[src/hw/bhl_regs.svh]
`ifndef BHL_REGS_SVH
`define BHL_REGS_SVH
`define BHL_OP_SYNC 6'h13
`define BHL_XO_SYNC 10'h096
`define BHL_OP_X 6'h1f
`define BHL_XO_LBX 10'h057
`define BHL_XO_LBXU 10'h077
`define BHL_OP_LB 6'h22
`define BHL_OP_LBU 6'h23
`define BHL_OP_LH 6'h2a
`define BHL_OP_LHU 6'h2b
`define BHL_ZERO5 5'h00
`define BHL_ZERO32 32'h0000_0000
`define BHL_OP_HI 31
`define BHL_OP_LO 26
`define BHL_RD_HI 25
`define BHL_RD_LO 21
`define BHL_RA_HI 20
`define BHL_RA_LO 16
`define BHL_RB_HI 15
`define BHL_RB_LO 11
`define BHL_XO_HI 10
`define BHL_XO_LO 1
`define BHL_IMM_HI 15
`define BHL_IMM_LO 0
`endif

[src/hw/bhl_pkg.sv]
package bhl_pkg;
   typedef enum logic [1:0] {BHL_SZ_BYTE, BHL_SZ_HALF} bhl_size_t;
   typedef struct packed {
      logic valid;
      logic [31:0] addr;
      logic half;
   } bhl_mreq_t;
   typedef struct packed {
      logic valid;
      logic [31:0] data;
      logic no_access;
      logic tlb_miss;
   } bhl_mrsp_t;
   typedef struct packed {
      logic valid;
      logic [4:0] idx;
      logic [31:0] data;
   } bhl_wb_t;
   typedef struct packed {
      logic valid;
      logic storage;
      logic tlb_miss;
      logic [31:0] addr;
   } bhl_exc_t;
endpackage : bhl_pkg

[src/hw/bhl_decoder.sv]
`timescale 1ns/100ps
`default_nettype none
`include "bhl_regs.svh"
// Overview of operation
// RULE_01: Sync waits for all earlier instructions.
// RULE_02: Sync flushes prefetch, stalls later instructions.
// RULE_03: Sync does not wait for memory.
// RULE_04: Sync touches no cache, register, exception.
// RULE_05: Reserved bits set give undefined, no trap.
// RULE_06: Displacement sign-extended to 32 bits.
// RULE_07: Base field zero means base zero. Update forms read the register instead.
// RULE_08: Indexed address is base plus index register.
// RULE_09: Update forms use and rewrite base register.
// RULE_10: Byte loads zero-fill upper 24 bits.
// RULE_11: Halfword algebraic loads sign-extend.
// RULE_12: Opcodes 34, 35 decode byte loads.
// RULE_13: Opcodes 42, 43 decode halfword loads.
// RULE_14: Opcode 31 with 87, 119 indexed.
// RULE_15: No-access zone in user relocated raises storage.
// RULE_16: Relocated translation miss raises miss exception.
// RULE_17: Address add is modulo 32 bits.
module bhl_decoder
(
   input wire logic i_mclk,
   input wire logic i_rst,
   input wire logic i_insn_valid,
   input wire logic [31:0] i_insn,
   input wire logic [31:0] i_gpr_a,
   input wire logic [31:0] i_gpr_b,
   input wire logic i_older_busy,
   input wire logic i_user_mode,
   input wire logic i_data_reloc,
   input wire bhl_pkg::bhl_mrsp_t i_mrsp,
   output logic o_insn_ready,
   output logic o_flush,
   output logic o_unknown,
   output bhl_pkg::bhl_mreq_t o_mreq,
   output bhl_pkg::bhl_wb_t o_wb_d,
   output bhl_pkg::bhl_wb_t o_wb_a,
   output bhl_pkg::bhl_exc_t o_exc
);
   import bhl_pkg::*;

   // ****************************************
   // Field decode
   // ****************************************
   typedef enum {ST_IDLE, ST_SYNC, ST_LOAD} bhl_state_t;
   bhl_state_t state;
   bhl_state_t next_state;
   wire [5:0] op = i_insn[`BHL_OP_HI:`BHL_OP_LO];
   wire [9:0] xo = i_insn[`BHL_XO_HI:`BHL_XO_LO];
   wire [4:0] rd_f = i_insn[`BHL_RD_HI:`BHL_RD_LO];
   wire [4:0] base_register_field = i_insn[`BHL_RA_HI:`BHL_RA_LO];
   wire [4:0] index_gpr_field = i_insn[`BHL_RB_HI:`BHL_RB_LO];
   wire [15:0] imm = i_insn[`BHL_IMM_HI:`BHL_IMM_LO];
   // RULE_05: reserved bits ignored, no trap
   // RULE_12: byte displacement forms
   wire is_lb = (op == `BHL_OP_LB);
   wire is_lbu = (op == `BHL_OP_LBU);
   // RULE_13: halfword algebraic forms
   wire is_lh = (op == `BHL_OP_LH);
   wire is_lhu = (op == `BHL_OP_LHU);
   // RULE_14: indexed byte forms
   wire is_lbx = (op == `BHL_OP_X) && (xo == `BHL_XO_LBX);
   wire load_byte_zero_ext_update_indexed = (op == `BHL_OP_X) && (xo == `BHL_XO_LBXU);
   wire is_sync = (op == `BHL_OP_SYNC) && (xo == `BHL_XO_SYNC);
   wire is_upd = is_lbu | is_lhu | load_byte_zero_ext_update_indexed;
   wire is_idx = is_lbx | load_byte_zero_ext_update_indexed;
   wire is_half = is_lh | is_lhu;
   wire is_load = is_lb | is_lbu | is_lh | is_lhu | is_idx;

   // ****************************************
   // Effective address
   // ****************************************
   // RULE_06: sign-extend displacement
   wire [31:0] disp = {{16{imm[15]}}, imm};
   // RULE_07: field zero gives zero base, except in update forms
   // RULE_09: update forms always read the register
   wire base_zero = (base_register_field == `BHL_ZERO5) && !is_upd;
   wire [31:0] base = base_zero ? `BHL_ZERO32 : i_gpr_a;
   // RULE_08: index register as offset
   wire [31:0] offs = is_idx ? i_gpr_b : disp;
   // RULE_17: carry out dropped
   wire [32:0] sum = {1'b0, base} + {1'b0, offs};
   wire [31:0] effective_address = sum[31:0];

   // ****************************************
   // Returned data
   // ****************************************
   // RULE_10: zero-fill byte
   wire [31:0] byte_val = {24'h00_0000, i_mrsp.data[7:0]};
   // RULE_11: sign-extend halfword
   wire [31:0] half_val = {{16{i_mrsp.data[15]}}, i_mrsp.data[15:0]};
   // RULE_15: storage fault only user and relocated
   wire exc_st = i_mrsp.no_access && i_user_mode && i_data_reloc;
   // RULE_16: miss only when relocated
   wire exc_tm = i_mrsp.tlb_miss && i_data_reloc;
   wire rsp_fault = exc_st | exc_tm;
   wire take = i_insn_valid && o_insn_ready;

   logic half_q;
   logic upd_q;
   logic [4:0] rd_q;
   logic [4:0] ra_q;
   logic [31:0] ea_q;

   always_comb
   begin
      next_state = state;
      case (state)
         ST_IDLE:
         begin
            if (take && is_sync)
               next_state = ST_SYNC;
            else if (take && is_load)
               next_state = ST_LOAD;
         end
         // RULE_01: hold until older work done
         // RULE_03: memory traffic is not awaited
         ST_SYNC:
         begin
            if (!i_older_busy)
               next_state = ST_IDLE;
         end
         ST_LOAD:
         begin
            if (i_mrsp.valid)
               next_state = ST_IDLE;
         end
         default:
            next_state = ST_IDLE;
      endcase
   end

   // ****************************************
   // Next values
   // ****************************************
   wire load_take = take && is_load;
   wire load_done = (state == ST_LOAD) && i_mrsp.valid;
   // RULE_02: no new start until sync done
   wire next_insn_ready = (next_state == ST_IDLE);
   // RULE_02: drop prefetched stream on sync end
   wire next_flush = (state == ST_SYNC) && (next_state == ST_IDLE);
   // A hint for the issue stage, never a trap
   wire next_unknown = take && !is_sync && !is_load;
   // Request stands until answered, so memory may stall freely
   wire next_mreq_valid = load_take || (o_mreq.valid && !i_mrsp.valid);
   wire [31:0] next_mreq_addr = load_take ? effective_address : o_mreq.addr;
   wire next_mreq_half = load_take ? is_half : o_mreq.half;
   // RULE_04: sync issues no write or trap
   wire next_wb_d_valid = load_done && !rsp_fault;
   // RULE_09: write address back to base
   wire next_wb_a_valid = next_wb_d_valid && upd_q;
   wire next_exc_valid = load_done && rsp_fault;
   wire [31:0] next_wb_data = half_q ? half_val : byte_val;
   wire bhl_mreq_t next_mreq = {next_mreq_valid, next_mreq_addr, next_mreq_half};
   wire bhl_wb_t next_wb_d = {next_wb_d_valid, rd_q, next_wb_data};
   wire bhl_wb_t next_wb_a = {next_wb_a_valid, ra_q, ea_q};
   wire bhl_exc_t next_exc = {next_exc_valid, exc_st, exc_tm, ea_q};

   // ****************************************
   // Sequencing
   // ****************************************
   always_ff @(posedge i_mclk or posedge i_rst)
   begin
      if (i_rst)
         state <= ST_IDLE;
      else
         state <= next_state;
   end

   always_ff @(posedge i_mclk or posedge i_rst)
   begin
      if (i_rst)
         o_insn_ready <= 1'b0;
      else
         o_insn_ready <= next_insn_ready;
   end

   always_ff @(posedge i_mclk or posedge i_rst)
   begin
      if (i_rst)
         o_flush <= 1'b0;
      else
         o_flush <= next_flush;
   end

   always_ff @(posedge i_mclk or posedge i_rst)
   begin
      if (i_rst)
         o_unknown <= 1'b0;
      else
         o_unknown <= next_unknown;
   end

   // ****************************************
   // Captured instruction
   // ****************************************
   // Kept for the whole load, the offered word may move on
   always_ff @(posedge i_mclk or posedge i_rst)
   begin
      if (i_rst)
         half_q <= 1'b0;
      else if (load_take)
         half_q <= is_half;
   end

   always_ff @(posedge i_mclk or posedge i_rst)
   begin
      if (i_rst)
         upd_q <= 1'b0;
      else if (load_take)
         upd_q <= is_upd;
   end

   always_ff @(posedge i_mclk or posedge i_rst)
   begin
      if (i_rst)
         rd_q <= `BHL_ZERO5;
      else if (load_take)
         rd_q <= rd_f;
   end

   always_ff @(posedge i_mclk or posedge i_rst)
   begin
      if (i_rst)
         ra_q <= `BHL_ZERO5;
      else if (load_take)
         ra_q <= base_register_field;
   end

   always_ff @(posedge i_mclk or posedge i_rst)
   begin
      if (i_rst)
         ea_q <= `BHL_ZERO32;
      else if (load_take)
         ea_q <= effective_address;
   end

   // ****************************************
   // Memory request and results
   // ****************************************
   always_ff @(posedge i_mclk or posedge i_rst)
   begin
      if (i_rst)
         o_mreq <= '0;
      else
         o_mreq <= next_mreq;
   end

   always_ff @(posedge i_mclk or posedge i_rst)
   begin
      if (i_rst)
         o_wb_d <= '0;
      else
         o_wb_d <= next_wb_d;
   end

   always_ff @(posedge i_mclk or posedge i_rst)
   begin
      if (i_rst)
         o_wb_a <= '0;
      else
         o_wb_a <= next_wb_a;
   end

   always_ff @(posedge i_mclk or posedge i_rst)
   begin
      if (i_rst)
         o_exc <= '0;
      else
         o_exc <= next_exc;
   end
endmodule : bhl_decoder
`default_nettype wire

[config.mk]
export PLATFORM = sky130hd
export DESIGN_NAME = bhl_decoder
export DESIGN_NICKNAME = d
export VERILOG_FILES = /design/src/hw/bhl_pkg.sv /design/src/hw/bhl_decoder.sv
export VERILOG_INCLUDE_DIRS = /design/src /design/src/hw
export SDC_FILE = /design/constraint.sdc
export NUM_CORES = 1
export LEC_CHECK = 0
export ABC_AREA = 1
export BUFFER_PORTS_ARGS = -buffer_cell sky130_fd_sc_hd__buf_4
export CAP_MARGIN = 20
export CORE_ASPECT_RATIO = 2
export CORE_MARGIN = 4
export CORE_UTILIZATION = 50
export CTS_BUF_LIST = sky130_fd_sc_hd__clkbuf_16
export CTS_CLUSTER_SIZE = 10
export DETAILED_ROUTE_END_ITERATION = 8
export PLACE_DENSITY = 0.85
export SLEW_MARGIN = 20
export SYNTH_ARGS = -nofsm -noshare
export SYNTH_HDL_FRONTEND = slang
export SYNTH_SLANG_ARGS = --single-unit
[constraint.sdc]
create_clock -name i_mclk -period 5.93 [get_ports i_mclk]
set_input_delay 1.186 -clock i_mclk [delete_from_list [all_inputs] [get_ports i_mclk]]
set_output_delay 1.186 -clock i_mclk [all_outputs]
set_load 0.01 [all_outputs]
==> run summary <==
- **Syn. warnings** 0
- **Worst R2R End** o_mreq[26]
- **Inserted Clock Buffers** 17
- **antenna violations before repair** 0
- **final routed wire length divided by cell count** 16.2 um
- **die boundary height** 183 um
- **critical path startpoint category** input pin
- **ports placed on the boundary** 285
- **full die area** 0.0175 mm^2
- **total routing resource utilization after global routing** 27.6%
- **total of flip-flops plus latches after synthesis** 143
- **synth cell count leaders** sky130_fd_sc_hd__nand2_1 (312), sky130_fd_sc_hd__inv_1 (147), sky130_fd_sc_hd__dfrtp_1 (143)
- **cell count after synthesis** 991
- **dpl hpwl** 18.8 mm
- **path class of the lowest-slack min-delay path** reg2reg
- **IR Drop Worst-Case VDD** 0.000204 V
- **Resized Gates After CTS** 0
- **number of distinct library cell variants in the gate-level netlist after synthesis** 37
- **postcts setup bufs** 0
- **leakage power figure** 5.89 nW
- **global-route congestion overflow total** 0
- **htree depth** 4
- **critical path class** in2reg
- **clock latency on the worst-skew pair** 0.41 ns
- **footprint of the multi-input gates** 0.00317 mm^2
- **endpoint class of the critical path** flop
- **pin count of the biggest net entering global routing** 78
- **highest net fanout along the worst path** 23
- **library cell used as clock root buffer** sky130_fd_sc_hd__clkbuf_16
- **most common cell in the netlist** sky130_fd_sc_hd__nand2_1
- **fillers** 1274
- **most common flop cell mapped by yosys** sky130_fd_sc_hd__dfrtp_1
- **Worst EP arrival** 4.68 ns
- **global-route wire length before repair** 36.3 mm
- **maximum clock path buffer count** 2
- **Inserted Diodes** 0
- **cell area after technology mapping** 0.00767 mm^2
- **worst reg2reg path startpoint** o_insn_ready
- **instance count along the most critical hold path** 0
- **highest clock frequency the design can meet** 228 MHz
- **core region area** 0.0150 mm^2
- **worst slack on hold paths** 0.375 ns
- **Synth area leader** sky130_fd_sc_hd__dfrtp_1
- **post-synth top area share** 46.6%
- **mean area per synthesized cell** 7.74 um^2
- **final-report max-slew violation count** 0
- **share of synthesized registers carrying an async set or reset** 100%
- **number of cells on the worst reg-to-reg path** 6
- **power density normalized to cell area** 309 mW/mm^2
- **Sequential cell area** 0.00358 mm^2
- **Initial Utilization** 51.2%
- **outcome** complete, no violations
- **final WL** 23.6 mm
- **number of flops mapped to enable cells by yosys** 0
- **number of global-route vias before repair** 7284
- **clock input transition at the sequential cells of the worst setup and hold paths** 0.06 ns
- **clock tree from TritonCTS** done
- **Least-Margin Pin Slew** 1.04 ns
- **headroom to the max-slew limit** 30.3%
- **Post-route DRC** 0
- **count of buffers inserted at the top-level ports** 268
- **shortest clock period the worst path allows after layout** 4.39 ns
- **post-cts hold buffer count** 0
- **setup repair after global routing missed its margin** false
- **total setup violations reported at the end of the flow** 0
- **row count** 63
- **largest clock skew in the final design** 0.00673 ns
- **first-iteration detailed-routing DRC count** 308
- **post-detailed-route via-to-cell ratio** 4.98
- **worst hold path endpoint** o_wb_a[35]
- **Min-Delay Startpoint** ra_q[3]
- **Pre-antenna DRT Iters** 5
- **global placement routability congestion** 1.10
- **synth top area cells** sky130_fd_sc_hd__dfrtp_1 (47%), sky130_fd_sc_hd__nand2_1 (15%), sky130_fd_sc_hd__inv_1 (7.2%)
- **worst setup slack for register-to-register paths** 3.82 ns
- **final critical-path share of the clock period** 73.9%
- **final hold violation count** 0
- **number of nets at the end of the flow** 1412
- **DR vias** 7226
- **max cap viols** 0
- **CTS sink count** 143
- **share of cells above drive strength 1** 24.8%
- **signed area change from the synthesized netlist to the final layout** 31.9%
- **number of routed nets with antenna violations** 0
- **launch point of the critical path** i_insn[17]
- **Worst Path Required** 6.22 ns
- **die extent in x** 95.6 um
- **sequential area share after synthesis** 46.6%
- **Setup TNS Final** 0 ns
-- where the power goes --
part           switching [mW]  leakage (nW)  internal, mW
Combinational           0.457          3.84         0.427
Sequential              0.124          1.78          1.14
Clock                   0.408         0.269         0.573
Total                   0.989          5.89          2.14
-- registers in the layout (all words and copies together), names as in the netlist, 5 cells and up --
register,count
o_mreq,34
o_exc,35
ra_q,5
o_wb_d,22
rd_q,5
state,32
o_wb_a,6
-- cell families (layout without fill, tap and decap cells) --
kind of cell             Yosys count  count (layout)  synth area share [%]
AO/OA/AOI/OAI                     97              97                  6.78
XOR/XNOR                          10              10                  1.14
adder cells (fa/ha/maj)           32              32                  5.32
buffers and inverters            214             450                  13.5
flip-flops                       143             143                  46.6
other                              1              30                0.0489
AND/OR/NAND/NOR                  494             494                  26.6
-- worst max-delay path: stages --
cell and delay [ns]:
sky130_fd_sc_hd__buf_4 0.11, sky130_fd_sc_hd__inv_1 0.06, sky130_fd_sc_hd__nand2_1 0.12, sky130_fd_sc_hd__nor4_1 0.23, sky130_fd_sc_hd__nand3_1 0.80, sky130_fd_sc_hd__buf_4 0.48, sky130_fd_sc_hd__nand2_1 0.07, sky130_fd_sc_hd__inv_1 0.04
sky130_fd_sc_hd__ha_1 0.33, sky130_fd_sc_hd__a21oi_1 0.32, sky130_fd_sc_hd__o21ai_0 0.25, sky130_fd_sc_hd__a21oi_1 0.17, sky130_fd_sc_hd__nand2_1 0.08, sky130_fd_sc_hd__or2_2 0.27, sky130_fd_sc_hd__nand3_1 0.09, sky130_fd_sc_hd__nand2_1 0.06
-- layout make-up --
cell class | count | share of cell area (%)
Timing Repair Buffer | 270 | 20.0
Multi-Input combinational cell | 663 | 31.3
Clock inverter | 15 | 1.20
Clock buffer | 17 | 4.20
Tap cell | 195 | 2.41
Sequential cell | 143 | 35.3
Inverter | 148 | 5.54
-- worst max path at each step --
stage	endpoint	slack, ns	cells after the start
2_1_floorplan	o_exc[0]	0.91	1
3_3_place_gp	o_mreq[30]	1.34	16
3_5_place_dp	o_mreq[32]	1.25	20
4_1_cts	o_mreq[15]	1.63	18
5_1_grt	o_mreq[30]	1.26	17
6_report	o_mreq[17]	1.54	16
-- cell usage in the layout (no fill, tap or decap), types with 2 or more instances in the layout --
cell type	Yosys	final
sky130_fd_sc_hd__buf_4	50	270
sky130_fd_sc_hd__clkinv_1	0	3
sky130_fd_sc_hd__inv_1	147	148
sky130_fd_sc_hd__clkinvlp_4	0	2
sky130_fd_sc_hd__inv_6	0	4
sky130_fd_sc_hd__ha_1	31	31
sky130_fd_sc_hd__a21o_1	3	3
sky130_fd_sc_hd__xnor2_1	9	9
sky130_fd_sc_hd__clkinv_4	0	3
sky130_fd_sc_hd__or2_2	4	4
sky130_fd_sc_hd__nor2_1	91	91
sky130_fd_sc_hd__nor3_1	7	7
sky130_fd_sc_hd__dfrtp_1	143	143
sky130_fd_sc_hd__nand2_4	3	3
sky130_fd_sc_hd__nand3b_1	9	9
sky130_fd_sc_hd__a21oi_1	33	33
sky130_fd_sc_hd__clkbuf_16	0	17
sky130_fd_sc_hd__nand4_1	6	6
sky130_fd_sc_hd__o21ai_0	50	50
sky130_fd_sc_hd__o21bai_1	4	4
sky130_fd_sc_hd__a21oi_2	2	2
sky130_fd_sc_hd__nand2_1	312	312
sky130_fd_sc_hd__nor3b_1	2	2
sky130_fd_sc_hd__nand3_1	54	54
sky130_fd_sc_hd__conb_1	1	30
-- routing by layer --
| metal | vias to the layer above | track usage [%] | routed length [um] |
|---|---|---|---|
| met3 | 110 | 4.60 | 1350 |
| met4 | 0 | 21.5 | 1960 |
| met1 | 3326 | 26.1 | 7320 |
| li1 | 3490 | - | - |
| met2 | 300 | 50.4 | 12900 |
| met5 | - | 0 | 0 |
-- stage by stage --
| stage | area, um^2 | utilization (%) | worst slack [ns] | std cells | power [mW] |
|---|---|---|---|---|---|
| CTS | 10100 | 67.6 | 1.63 | 1451 | 3.15 |
| global route | 10100 | 67.6 | 1.26 | 1451 | 3.29 |
| floorplan | 7780 | - | 0.906 | 1020 | 1.74 |
| global placement | 9580 | 64.0 | 1.34 | 1419 | 2.15 |
| finish | 10100 | 67.6 | 1.54 | 1451 | 3.13 |
| detailed placement | 9580 | 64.0 | 1.25 | 1419 | 2.17 |
Power figures use the tool's default switching activity.
